[src/rtl/psvu_pkg.sv]
package psvu_pkg;

    // ------------------------------------------------------------
    // address space
    // ------------------------------------------------------------
    localparam int PC_W        = 21;
    localparam int SP_W        = 5;
    localparam int STACK_DEPTH = 31;
    localparam int WORD_W      = 16;

    localparam logic [PC_W-1:0] RESET_VECTOR = 21'h0_0000;
    localparam logic [PC_W-1:0] HIGH_VECTOR  = 21'h0_0008;
    localparam logic [PC_W-1:0] LOW_VECTOR   = 21'h0_0018;
    localparam logic [PC_W-1:0] PC_STEP      = 21'h0_0002;
    localparam logic [SP_W-1:0] SP_RESET     = 5'h00;
    localparam logic [SP_W-1:0] SP_FULL      = 5'h1f;
    localparam logic [WORD_W-1:0] NOP_WORD   = 16'h0000;

    // implemented flash sizes in bytes
    localparam int FLASH_32K = 32768;
    localparam int FLASH_64K = 65536;

    // ------------------------------------------------------------
    // carriers
    // ------------------------------------------------------------
    typedef struct packed {
        logic high_req;
        logic low_req;
        logic high_en;
        logic low_en;
    } psvu_irq_s;

    typedef struct packed {
        logic [7:0] upper;
        logic [7:0] high;
        logic [7:0] low;
    } psvu_tos_s;

    typedef enum logic [1:0] {
        PSVU_RUN,
        PSVU_SLEEP
    } psvu_state_e;

endpackage : psvu_pkg

[src/rtl/psvu_stack_mem.sv]
`timescale 1ns/1ps
// return stack storage, registered read
module psvu_stack_mem
    import psvu_pkg::*;
#(
    parameter int DEPTH = STACK_DEPTH,
    parameter int AW    = SP_W,
    parameter int DW    = PC_W
) (
    input  wire logic          clk,
    input  wire logic          we,
    input  wire logic [AW-1:0] waddr,
    input  wire logic [DW-1:0] wdata,
    input  wire logic [AW-1:0] raddr,
    output logic      [DW-1:0] rdata
);
    initial begin
        if (DEPTH >= (1 << AW)) $error("stack depth too large");
    end

    logic [DW-1:0] mem [1:DEPTH];

    // write port and registered read
    always_ff @(posedge clk) begin
        if (we && waddr != '0) begin
            mem[waddr] <= wdata;
        end
        if (raddr == '0) begin
            rdata <= '0;
        end else begin
            rdata <= mem[raddr];
        end
    end
endmodule : psvu_stack_mem

[src/rtl/psvu_top.sv]
`timescale 1ns/1ps
// Function
// - program counter is 21 bits, covering a 2-Mbyte byte space
// - fetches above implemented flash return zero, a no-operation
// - every reset loads the counter with vector zero
// - taken high-priority interrupt loads vector 0008h
// - taken low-priority interrupt loads vector 0018h
// - enabled interrupt wake-up loads the matching vector
// - enabled interrupt wake-up writes counter into top-of-stack bytes
// - enabled interrupt wake-up advances the stack pointer
// - wake-up is caused by and shown in interrupt flag bits
// - program fetch bus is separate from the data bus
// - implemented flash is 32 Kbytes or 64 Kbytes
// - counter bit zero stays zero; sequential step is two
// - stack pointer is zero after every reset
module psvu_top
    import psvu_pkg::*;
#(
    parameter int FLASH_BYTES = FLASH_64K
) (
    input  wire logic              mclk,
    input  wire logic              rst_b,
    input  wire logic              soft_reset,
    input  wire logic              sleep_req,
    input  wire logic              advance,
    input  wire psvu_irq_s         irq,
    input  wire logic [7:0]        interrupt_control_regs,
    input  wire logic [7:0]        peripheral_irq_flag_regs,
    input  wire logic [WORD_W-1:0] flash_rdata,
    output logic [PC_W-1:0]        fetch_addr,
    output logic                   fetch_valid,
    output logic [WORD_W-1:0]      fetch_word,
    output psvu_tos_s              tos,
    output logic [SP_W-1:0]        return_stack_pointer,
    output logic                   stack_full,
    output logic                   asleep,
    output logic                   vector_taken
);
    // ------------------------------------------------------------
    // parameter check
    // ------------------------------------------------------------
    initial begin
        if (FLASH_BYTES != FLASH_32K && FLASH_BYTES != FLASH_64K) begin
            $error("flash size must be 32 or 64 Kbytes");
        end
    end

    // ------------------------------------------------------------
    // reset release
    // ------------------------------------------------------------
    logic rst_s1_q;
    logic rst_s2_q;

    // two-stage release of asynchronous reset
    always_ff @(posedge mclk or negedge rst_b) begin
        if (!rst_b) begin
            rst_s1_q <= 1'b0;
            rst_s2_q <= 1'b0;
        end else begin
            rst_s1_q <= 1'b1;
            rst_s2_q <= rst_s1_q;
        end
    end

    // released copy of reset used everywhere else
    logic rst_n;
    assign rst_n = rst_s2_q;

    // ------------------------------------------------------------
    // input synchronisers
    // ------------------------------------------------------------
    logic [3:0] irq_s1_q;
    logic [3:0] irq_s2_q;
    logic [1:0] ctl_s1_q;
    logic [1:0] ctl_s2_q;
    logic [7:0] icr_s1_q;
    logic [7:0] icr_s2_q;
    logic [7:0] pir_s1_q;
    logic [7:0] pir_s2_q;

    logic [3:0] irq_s1_d;
    logic [3:0] irq_s2_d;
    logic [1:0] ctl_s1_d;
    logic [1:0] ctl_s2_d;
    logic [7:0] icr_s1_d;
    logic [7:0] icr_s2_d;
    logic [7:0] pir_s1_d;
    logic [7:0] pir_s2_d;

    // next stage values; only the second stage reads the first
    always_comb begin
        irq_s1_d = irq;
        irq_s2_d = irq_s1_q;
        ctl_s1_d = {soft_reset, sleep_req};
        ctl_s2_d = ctl_s1_q;
        icr_s1_d = interrupt_control_regs;
        icr_s2_d = icr_s1_q;
        pir_s1_d = peripheral_irq_flag_regs;
        pir_s2_d = pir_s1_q;
    end

    // request, control and flag pins pass two flops; advance and flash_rdata do not
    always_ff @(posedge mclk or negedge rst_n) begin
        if (!rst_n) begin
            irq_s1_q <= 4'h0;
            irq_s2_q <= 4'h0;
            ctl_s1_q <= 2'h0;
            ctl_s2_q <= 2'h0;
            icr_s1_q <= 8'h00;
            icr_s2_q <= 8'h00;
            pir_s1_q <= 8'h00;
            pir_s2_q <= 8'h00;
        end else begin
            irq_s1_q <= irq_s1_d;
            irq_s2_q <= irq_s2_d;
            ctl_s1_q <= ctl_s1_d;
            ctl_s2_q <= ctl_s2_d;
            icr_s1_q <= icr_s1_d;
            icr_s2_q <= icr_s2_d;
            pir_s1_q <= pir_s1_d;
            pir_s2_q <= pir_s2_d;
        end
    end

    psvu_irq_s irq_s;
    logic      soft_rst;
    logic      sleep_s;
    logic      flag_any;
    // synchronised request, control and flag views
    assign irq_s    = psvu_irq_s'(irq_s2_q);
    assign soft_rst = ctl_s2_q[1];
    assign sleep_s  = ctl_s2_q[0];
    assign flag_any = (|icr_s2_q) | (|pir_s2_q);

    // ------------------------------------------------------------
    // helpers
    // ------------------------------------------------------------
    // address beyond implemented flash
    function automatic logic beyond_flash(input logic [PC_W-1:0] a);
        beyond_flash = ({11'h000, a} >= 32'(FLASH_BYTES));
    endfunction : beyond_flash

    // byte split of a counter value
    function automatic psvu_tos_s split_pc(input logic [PC_W-1:0] a);
        split_pc = psvu_tos_s'({3'b000, a});
    endfunction : split_pc

    // ------------------------------------------------------------
    // sequencer and counter
    // ------------------------------------------------------------
    psvu_state_e     state_q, state_d;
    logic [PC_W-1:0] pc_q, pc_d;
    logic [SP_W-1:0] sp_q, sp_d;
    logic            full_q, full_d;
    logic            push;
    logic            taken_d;

    // next counter, vector selection, push decision
    always_comb begin
        state_d = state_q;
        pc_d    = pc_q;
        sp_d    = sp_q;
        full_d  = full_q;
        push    = 1'b0;
        taken_d = 1'b0;
        if (soft_rst) begin
            pc_d    = RESET_VECTOR;
            sp_d    = SP_RESET;
            state_d = PSVU_RUN;
        end else begin
            case (state_q)
                PSVU_RUN: begin
                    if (irq_s.high_req && irq_s.high_en) begin
                        pc_d    = HIGH_VECTOR;
                        push    = 1'b1;
                        taken_d = 1'b1;
                    end else if (irq_s.low_req && irq_s.low_en) begin
                        pc_d    = LOW_VECTOR;
                        push    = 1'b1;
                        taken_d = 1'b1;
                    end else if (sleep_s) begin
                        state_d = PSVU_SLEEP;
                    end else if (advance) begin
                        pc_d = pc_q + PC_STEP;
                    end
                end
                PSVU_SLEEP: begin
                    if (flag_any && (irq_s.high_req || irq_s.low_req)) begin
                        state_d = PSVU_RUN;
                        if (irq_s.high_req && irq_s.high_en) begin
                            pc_d    = HIGH_VECTOR;
                            push    = 1'b1;
                            taken_d = 1'b1;
                        end else if (irq_s.low_req && irq_s.low_en) begin
                            pc_d    = LOW_VECTOR;
                            push    = 1'b1;
                            taken_d = 1'b1;
                        end else begin
                            pc_d = pc_q + PC_STEP;
                        end
                    end
                end
                default: state_d = PSVU_RUN;
            endcase
            if (push) begin
                if (sp_q != SP_FULL) begin
                    sp_d = sp_q + 5'h01;
                end
                if (sp_q >= SP_FULL - 5'h01) begin
                    full_d = 1'b1;
                end
            end
        end
        pc_d[0] = 1'b0;
    end

    // counter state registers
    always_ff @(posedge mclk or negedge rst_n) begin
        if (!rst_n) begin
            state_q <= PSVU_RUN;
            pc_q    <= RESET_VECTOR;
            sp_q    <= SP_RESET;
            full_q  <= 1'b0;
        end else begin
            state_q <= state_d;
            pc_q    <= pc_d;
            sp_q    <= sp_d;
            full_q  <= full_d;
        end
    end

    // ------------------------------------------------------------
    // return stack
    // ------------------------------------------------------------
    logic [PC_W-1:0] stack_rdata;
    logic            push_ok;
    // a push at the top slot is refused
    assign push_ok = push && (sp_q != SP_FULL);

    psvu_stack_mem #(
        .DEPTH (STACK_DEPTH),
        .AW    (SP_W),
        .DW    (PC_W)
    ) u_stack (
        .clk   (mclk),
        .we    (push_ok),
        .waddr (sp_d),
        .wdata (pc_q),
        .raddr (sp_d),
        .rdata (stack_rdata)
    );

    // ------------------------------------------------------------
    // fetch port and outputs
    // ------------------------------------------------------------
    logic [PC_W-1:0]   addr_q;
    logic [PC_W-1:0]   addr_d;
    logic              beyond_d;
    logic              asleep_d;
    logic              valid_q;
    logic              valid_d;
    logic              beyond_q;
    logic [WORD_W-1:0] word_q, word_d;
    logic              taken_q;
    logic              asleep_q;

    // fetch word, zero above flash; next address and status
    always_comb begin
        valid_d  = rst_n && (state_q == PSVU_RUN);
        word_d   = beyond_q ? NOP_WORD : flash_rdata;
        addr_d   = pc_q;
        beyond_d = beyond_flash(pc_q);
        asleep_d = (state_d == PSVU_SLEEP);
    end

    // fetch address and status registers
    always_ff @(posedge mclk or negedge rst_n) begin
        if (!rst_n) begin
            addr_q   <= RESET_VECTOR;
            valid_q  <= 1'b0;
            beyond_q <= 1'b0;
            word_q   <= NOP_WORD;
            taken_q  <= 1'b0;
            asleep_q <= 1'b0;
        end else begin
            addr_q   <= addr_d;
            valid_q  <= valid_d;
            beyond_q <= beyond_d;
            word_q   <= word_d;
            taken_q  <= taken_d;
            asleep_q <= asleep_d;
        end
    end

    // outputs straight from registers
    assign fetch_addr           = addr_q;
    assign fetch_valid          = valid_q;
    assign fetch_word           = word_q;
    assign tos                  = split_pc(stack_rdata);
    assign return_stack_pointer = sp_q;
    assign stack_full           = full_q;
    assign asleep               = asleep_q;
    assign vector_taken         = taken_q;
endmodule : psvu_top

[config.mk]
export PLATFORM = sky130hd
export DESIGN_NAME = psvu_top
export DESIGN_NICKNAME = d
export VERILOG_FILES = /design/src/rtl/psvu_pkg.sv /design/src/rtl/psvu_stack_mem.sv /design/src/rtl/psvu_top.sv
export SDC_FILE = /design/constraint.sdc
export NUM_CORES = 1
export LEC_CHECK = 0
export BUFFER_PORTS_ARGS = -buffer_cell sky130_fd_sc_hd__buf_2
export CAP_MARGIN = 20
export CORE_MARGIN = 4
export CORE_UTILIZATION = 50
export DETAILED_ROUTE_END_ITERATION = 8
export GPL_ROUTABILITY_DRIVEN = 0
export PLACE_DENSITY = 0.69
export REMOVE_ABC_BUFFERS = 1
export SETUP_SLACK_MARGIN = 0.1
export SLEW_MARGIN = 10
export SYNTH_ARGS = -nofsm -noshare
export SYNTH_HDL_FRONTEND = slang
export SYNTH_SLANG_ARGS = --single-unit
[constraint.sdc]
create_clock -name mclk -period 3.4 [get_ports mclk]
set_input_delay 0.51 -clock mclk [delete_from_list [all_inputs] [get_ports mclk]]
set_output_delay 0.51 -clock mclk [all_outputs]
set_load 0.005 [all_outputs]
==> flow_metrics.py <==
metrics = {
    "run_status": {
        "status": "complete, but fails checks",
        "violations": "setup timing",
    },
    "floorplan": {
        "core_area_um2": 57800,
        "dieArea_um2": 62400,
        "die-width_um": 250,
        "die_h_um": 250,
        "initial_core_util_pct": 50.6,
        "pin_count": 111,
        "core.rowCount": 88,
    },
    "yosys": {
        "synth-xor-area-share_pct": 0.360,
        "ys_seq_area_share_pct": 74.8,
        "synth-simple-area-share_pct": 8.00,
        "synth-edff-count": 620,
        "synth_compound_area_share_pct": 9.20,
        "synth_top_family_by_area": "compound AO/OA/AOI/OAI gates",
        "synth_cell_types": 78,
        "synthArstFlopShare_pct": 15.1,
        "synthAdderAreaFrac_pct": 0.171,
        "ys_seq_elements": 754,
        "synth_ff_type": "edfxtp_1",
        "ys_warn_count": 0,
        "syn_inst": 1932,
        "synthMuxAreaShare_pct": 5.11,
        "syn_area_um2": 29200,
        "synth.avg_cell_area_um2": 15.1,
    },
    "worst_setup_path": {
        "start_kind": "register",
        "cp.required_ns": 3.72,
        "critical_path.max_fanout": 6,
        "cp_slowest_stage_delay_ns": 0.55,
        "worst-r2r-cell-count": 11,
        "critPathKind": "register to register",
        "r2r-end": "u_stack.mem[16][19]",
        "crit_arrival_ns": 3.79,
        "r2r_start": "icr_s2_q[3]",
        "endpoint_kind": "register",
        "reg2reg_setup_slack_ns": -0.07,
        "slowest_stage": "or4_4",
        "path_cells": "or4_4, or4_4, buf_6, a221o_2, a221oi_4, buf_6, buf_12, nand2_4, nor2_4, buf_12, clkbuf_16",
    },
    "layout": {
        "final_nets": 2387,
        "final_util_pct": 65.4,
        "drive_gt1_share_pct": 29.7,
        "area_growth_pct": 29.4,
    },
    "sta": {
        "fmax_mhz": 289,
        "slew_violations": 0,
        "max_slew.worst_pin.slew_ns": 0.926,
        "setup_tns_ns": -1.86,
        "finalHoldViolations": 0,
        "min_period_ns": 3.47,
        "rsz0062_at_grt": "yes",
        "setup_viol": 71,
        "relSlewSlack_pct": 38.3,
        "finClkSkew_ns": 0.0196,
        "fin_ws_ns": -0.0657,
        "timing.final.crit_share_pct": 102,
    },
    "cts": {
        "cts_root_buf": "clkbuf_16",
        "clk_pin_slew_ns": 0.06,
        "clk_latency_ns": 0.62,
        "clock_sinks": 754,
        "cts_buffers": 73,
        "cts_tree": "yes",
        "ctsHtreeMaxLevel": 3,
        "clk_path_buf_depth": 3,
    },
    "placement": {
        "hpwl_mm": 52.3,
        "io_buffers": 105,
    },
    "route": {
        "dr.pass1.iters": 6,
        "ant_nets": 0,
        "wl_mm": 92.5,
        "routed_via_density": 6.33,
        "drc": 0,
        "vias": 20100,
        "wl_per_cell_um": 29.2,
        "drt-initial-drc-count": 3011,
    },
    "hold_path": {
        "whs_path_depth": 2,
        "min_path_type": "primary input to register",
        "holdPathEnd": "fetch_word[9]",
        "hp-start": "flash_rdata[9]",
    },
    "pwr": {
        "power.total_w": 0.0196,
        "ir_drop_v": 0.000404,
        "power_density_nw_per_um2": 517,
        "leakagePower_nw": 13.9,
    },
    "global_routing": {
        "grt_pass1_wl_mm": 128,
        "antenna_found_initial": 0,
        "grt_util_all_layers_pct": 27.7,
        "grt_max_degree": 68,
        "grt_overflow_total": 0,
        "grt_pass1_vias": 19500,
    },
    "job": {
        "cap_violations": 0,
    },
}
==> how the worst max path moves through the flow <==
stage	from	to	slack, ns	depth (start not counted)
after CTS	icr_s2_q[3]	u_stack.rdata[8]	-0.04	11
after detailed placement	icr_s2_q[4]	u_stack.rdata[15]	-0.35	10
after global placement	icr_s2_q[4]	u_stack.rdata[15]	-0.36	10
after global routing	icr_s2_q[3]	u_stack.mem[16][19]	-0.12	11
final	icr_s2_q[3]	u_stack.mem[16][19]	-0.07	11
after floorplan	ctl_s2_q[1]	u_stack.mem[8][0]	-6.79	6
==> kinds of logic (layout without fill, tap and decap cells) <==
logic type	Yosys count	in the layout
buf+inv	131	595
flops	754	754
fa+ha+maj	4	4
simple gates	523	523
other cells	2	8
xor+xnor	12	12
compound gates	357	357
mux	149	149
==> cells in the final DEF (no fill, tap or decap), types with 18 or more instances in the layout <==
cell and n:
edfxtp_1 620, nand2_1 273, buf_4 179, mux2i_1 129, dfrtp_1 112, buf_2 105
clkbuf_16 86, buf_12 75, a21oi_1 66, nor2_1 45, nand3_1 45, buf_6 33
nor3_1 32, o31a_1 32, a211oi_1 31, nor2_4 26, a311oi_1 24, dlygate4sd3_1 23
dfxtp_1 20, nor2b_1 18, a31oi_1 18
==> critical path, delay by kind of cell (launching register included) <==
family,cells,cell delay (ns)
AO/OA/AOI/OAI,2,0.73
buffers and inverters,5,0.79
flip-flops,1,0.36
AND/OR/NAND/NOR,4,1.27
==> state kept, by name, summed over array words and instances (netlist names), 16 cells and up <==
register       cells
fetch_addr        20
addr_d            20
u_stack.rdata     20
u_stack.mem      620
fetch_word        16
==> synth_stat cells (4+ instances only) <==
master     instances  area, µm²
a2111oi_0         11       96.3
a211oi_1          42        315
a21oi_1           76        380
a21oi_2            4       35.0
a221o_1            5       50.1
a221oi_1          17        149
a311oi_1          38        333
a31oi_1           18        113
a32oi_1           16        140
a41oi_1            8       70.1
and2_1             4       25.0
and3_1            10       62.6
and4_1             4       35.0
buf_1              7       26.3
buf_2             17       85.1
buf_4             25        188
buf_6              9        101
clkbuf_1          58        218
dfrtp_1          114       2850
dfxtp_1           20        400
edfxtp_1         620      18600
ha_1               4       50.1
inv_1             11       41.3
mux2i_1          147       1470
nand2_1          278       1040
nand3_1           49        245
nand3_2            5       50.1
nand4_1            8       50.1
nor2_1            81        304
nor2b_1           18        113
nor3_1            32        160
nor4_1            16        100
o211ai_1           9       67.6
o21ai_0           16       80.1
o22ai_1           17        106
o31a_1            32        280
o31ai_1            4       30.0
o32ai_1            8       70.1
or4_1              5       37.5
xnor2_1            5       43.8
xor2_1             7       61.3
==> repair_timing <==
item / CTS / global route
setup endpoints to repair: 610 / 634
endpoints found under the hold margin: 24 / 0
pin swaps: 41 / 40
buffers inserted: 33 / 24
gates cloned: 9 / 11
resized for setup: 172 / 103
hold buffers: 23 / 0
==> routing by layer <==
metal	global-route usage [%]	part of all wire (%)	routed length, µm
met4	13.1	5.5	5100
met2	44.2	47	43600
met5	0	0	0
met3	5.98	12	11000
met1	36.6	36	32800
==> area by class of cell <==
type | instances | area, µm²
antenna | 1 | 2.50
clock buffer | 96 | 2040
clock inverter | 38 | 378
fill | 3785 | 20000
inverter | 15 | 81.3
multi-input combinational | 1052 | 7770
sequential | 754 | 21900
tap | 765 | 957
timing repair buffer | 446 | 4730
==> through the flow <==
stage          hold WS, ns  area, µm²  setup slack [ns]  std cells
2_1_floorplan        0.214      28600             -6.79       1821
3_3_place_gp         0.296      32800            -0.355       2933
3_5_place_dp         0.298      32800            -0.347       2933
4_1_cts             0.0908      36800           -0.0378       3132
5_1_grt             0.0961      37800            -0.119       3166
6_report             0.110      37800           -0.0657       3167
==> report_power, final <==
part | total, W | leakage [nW] | internal [W] | switching [W]
Sequential | 0.0100 | 8.03 | 0.00996 | 0.0000472
Combinational | 0.00134 | 4.66 | 0.000549 | 0.000791
Clock | 0.00821 | 1.20 | 0.00477 | 0.00343
Note: power is estimated with default switching activity, not from simulation.
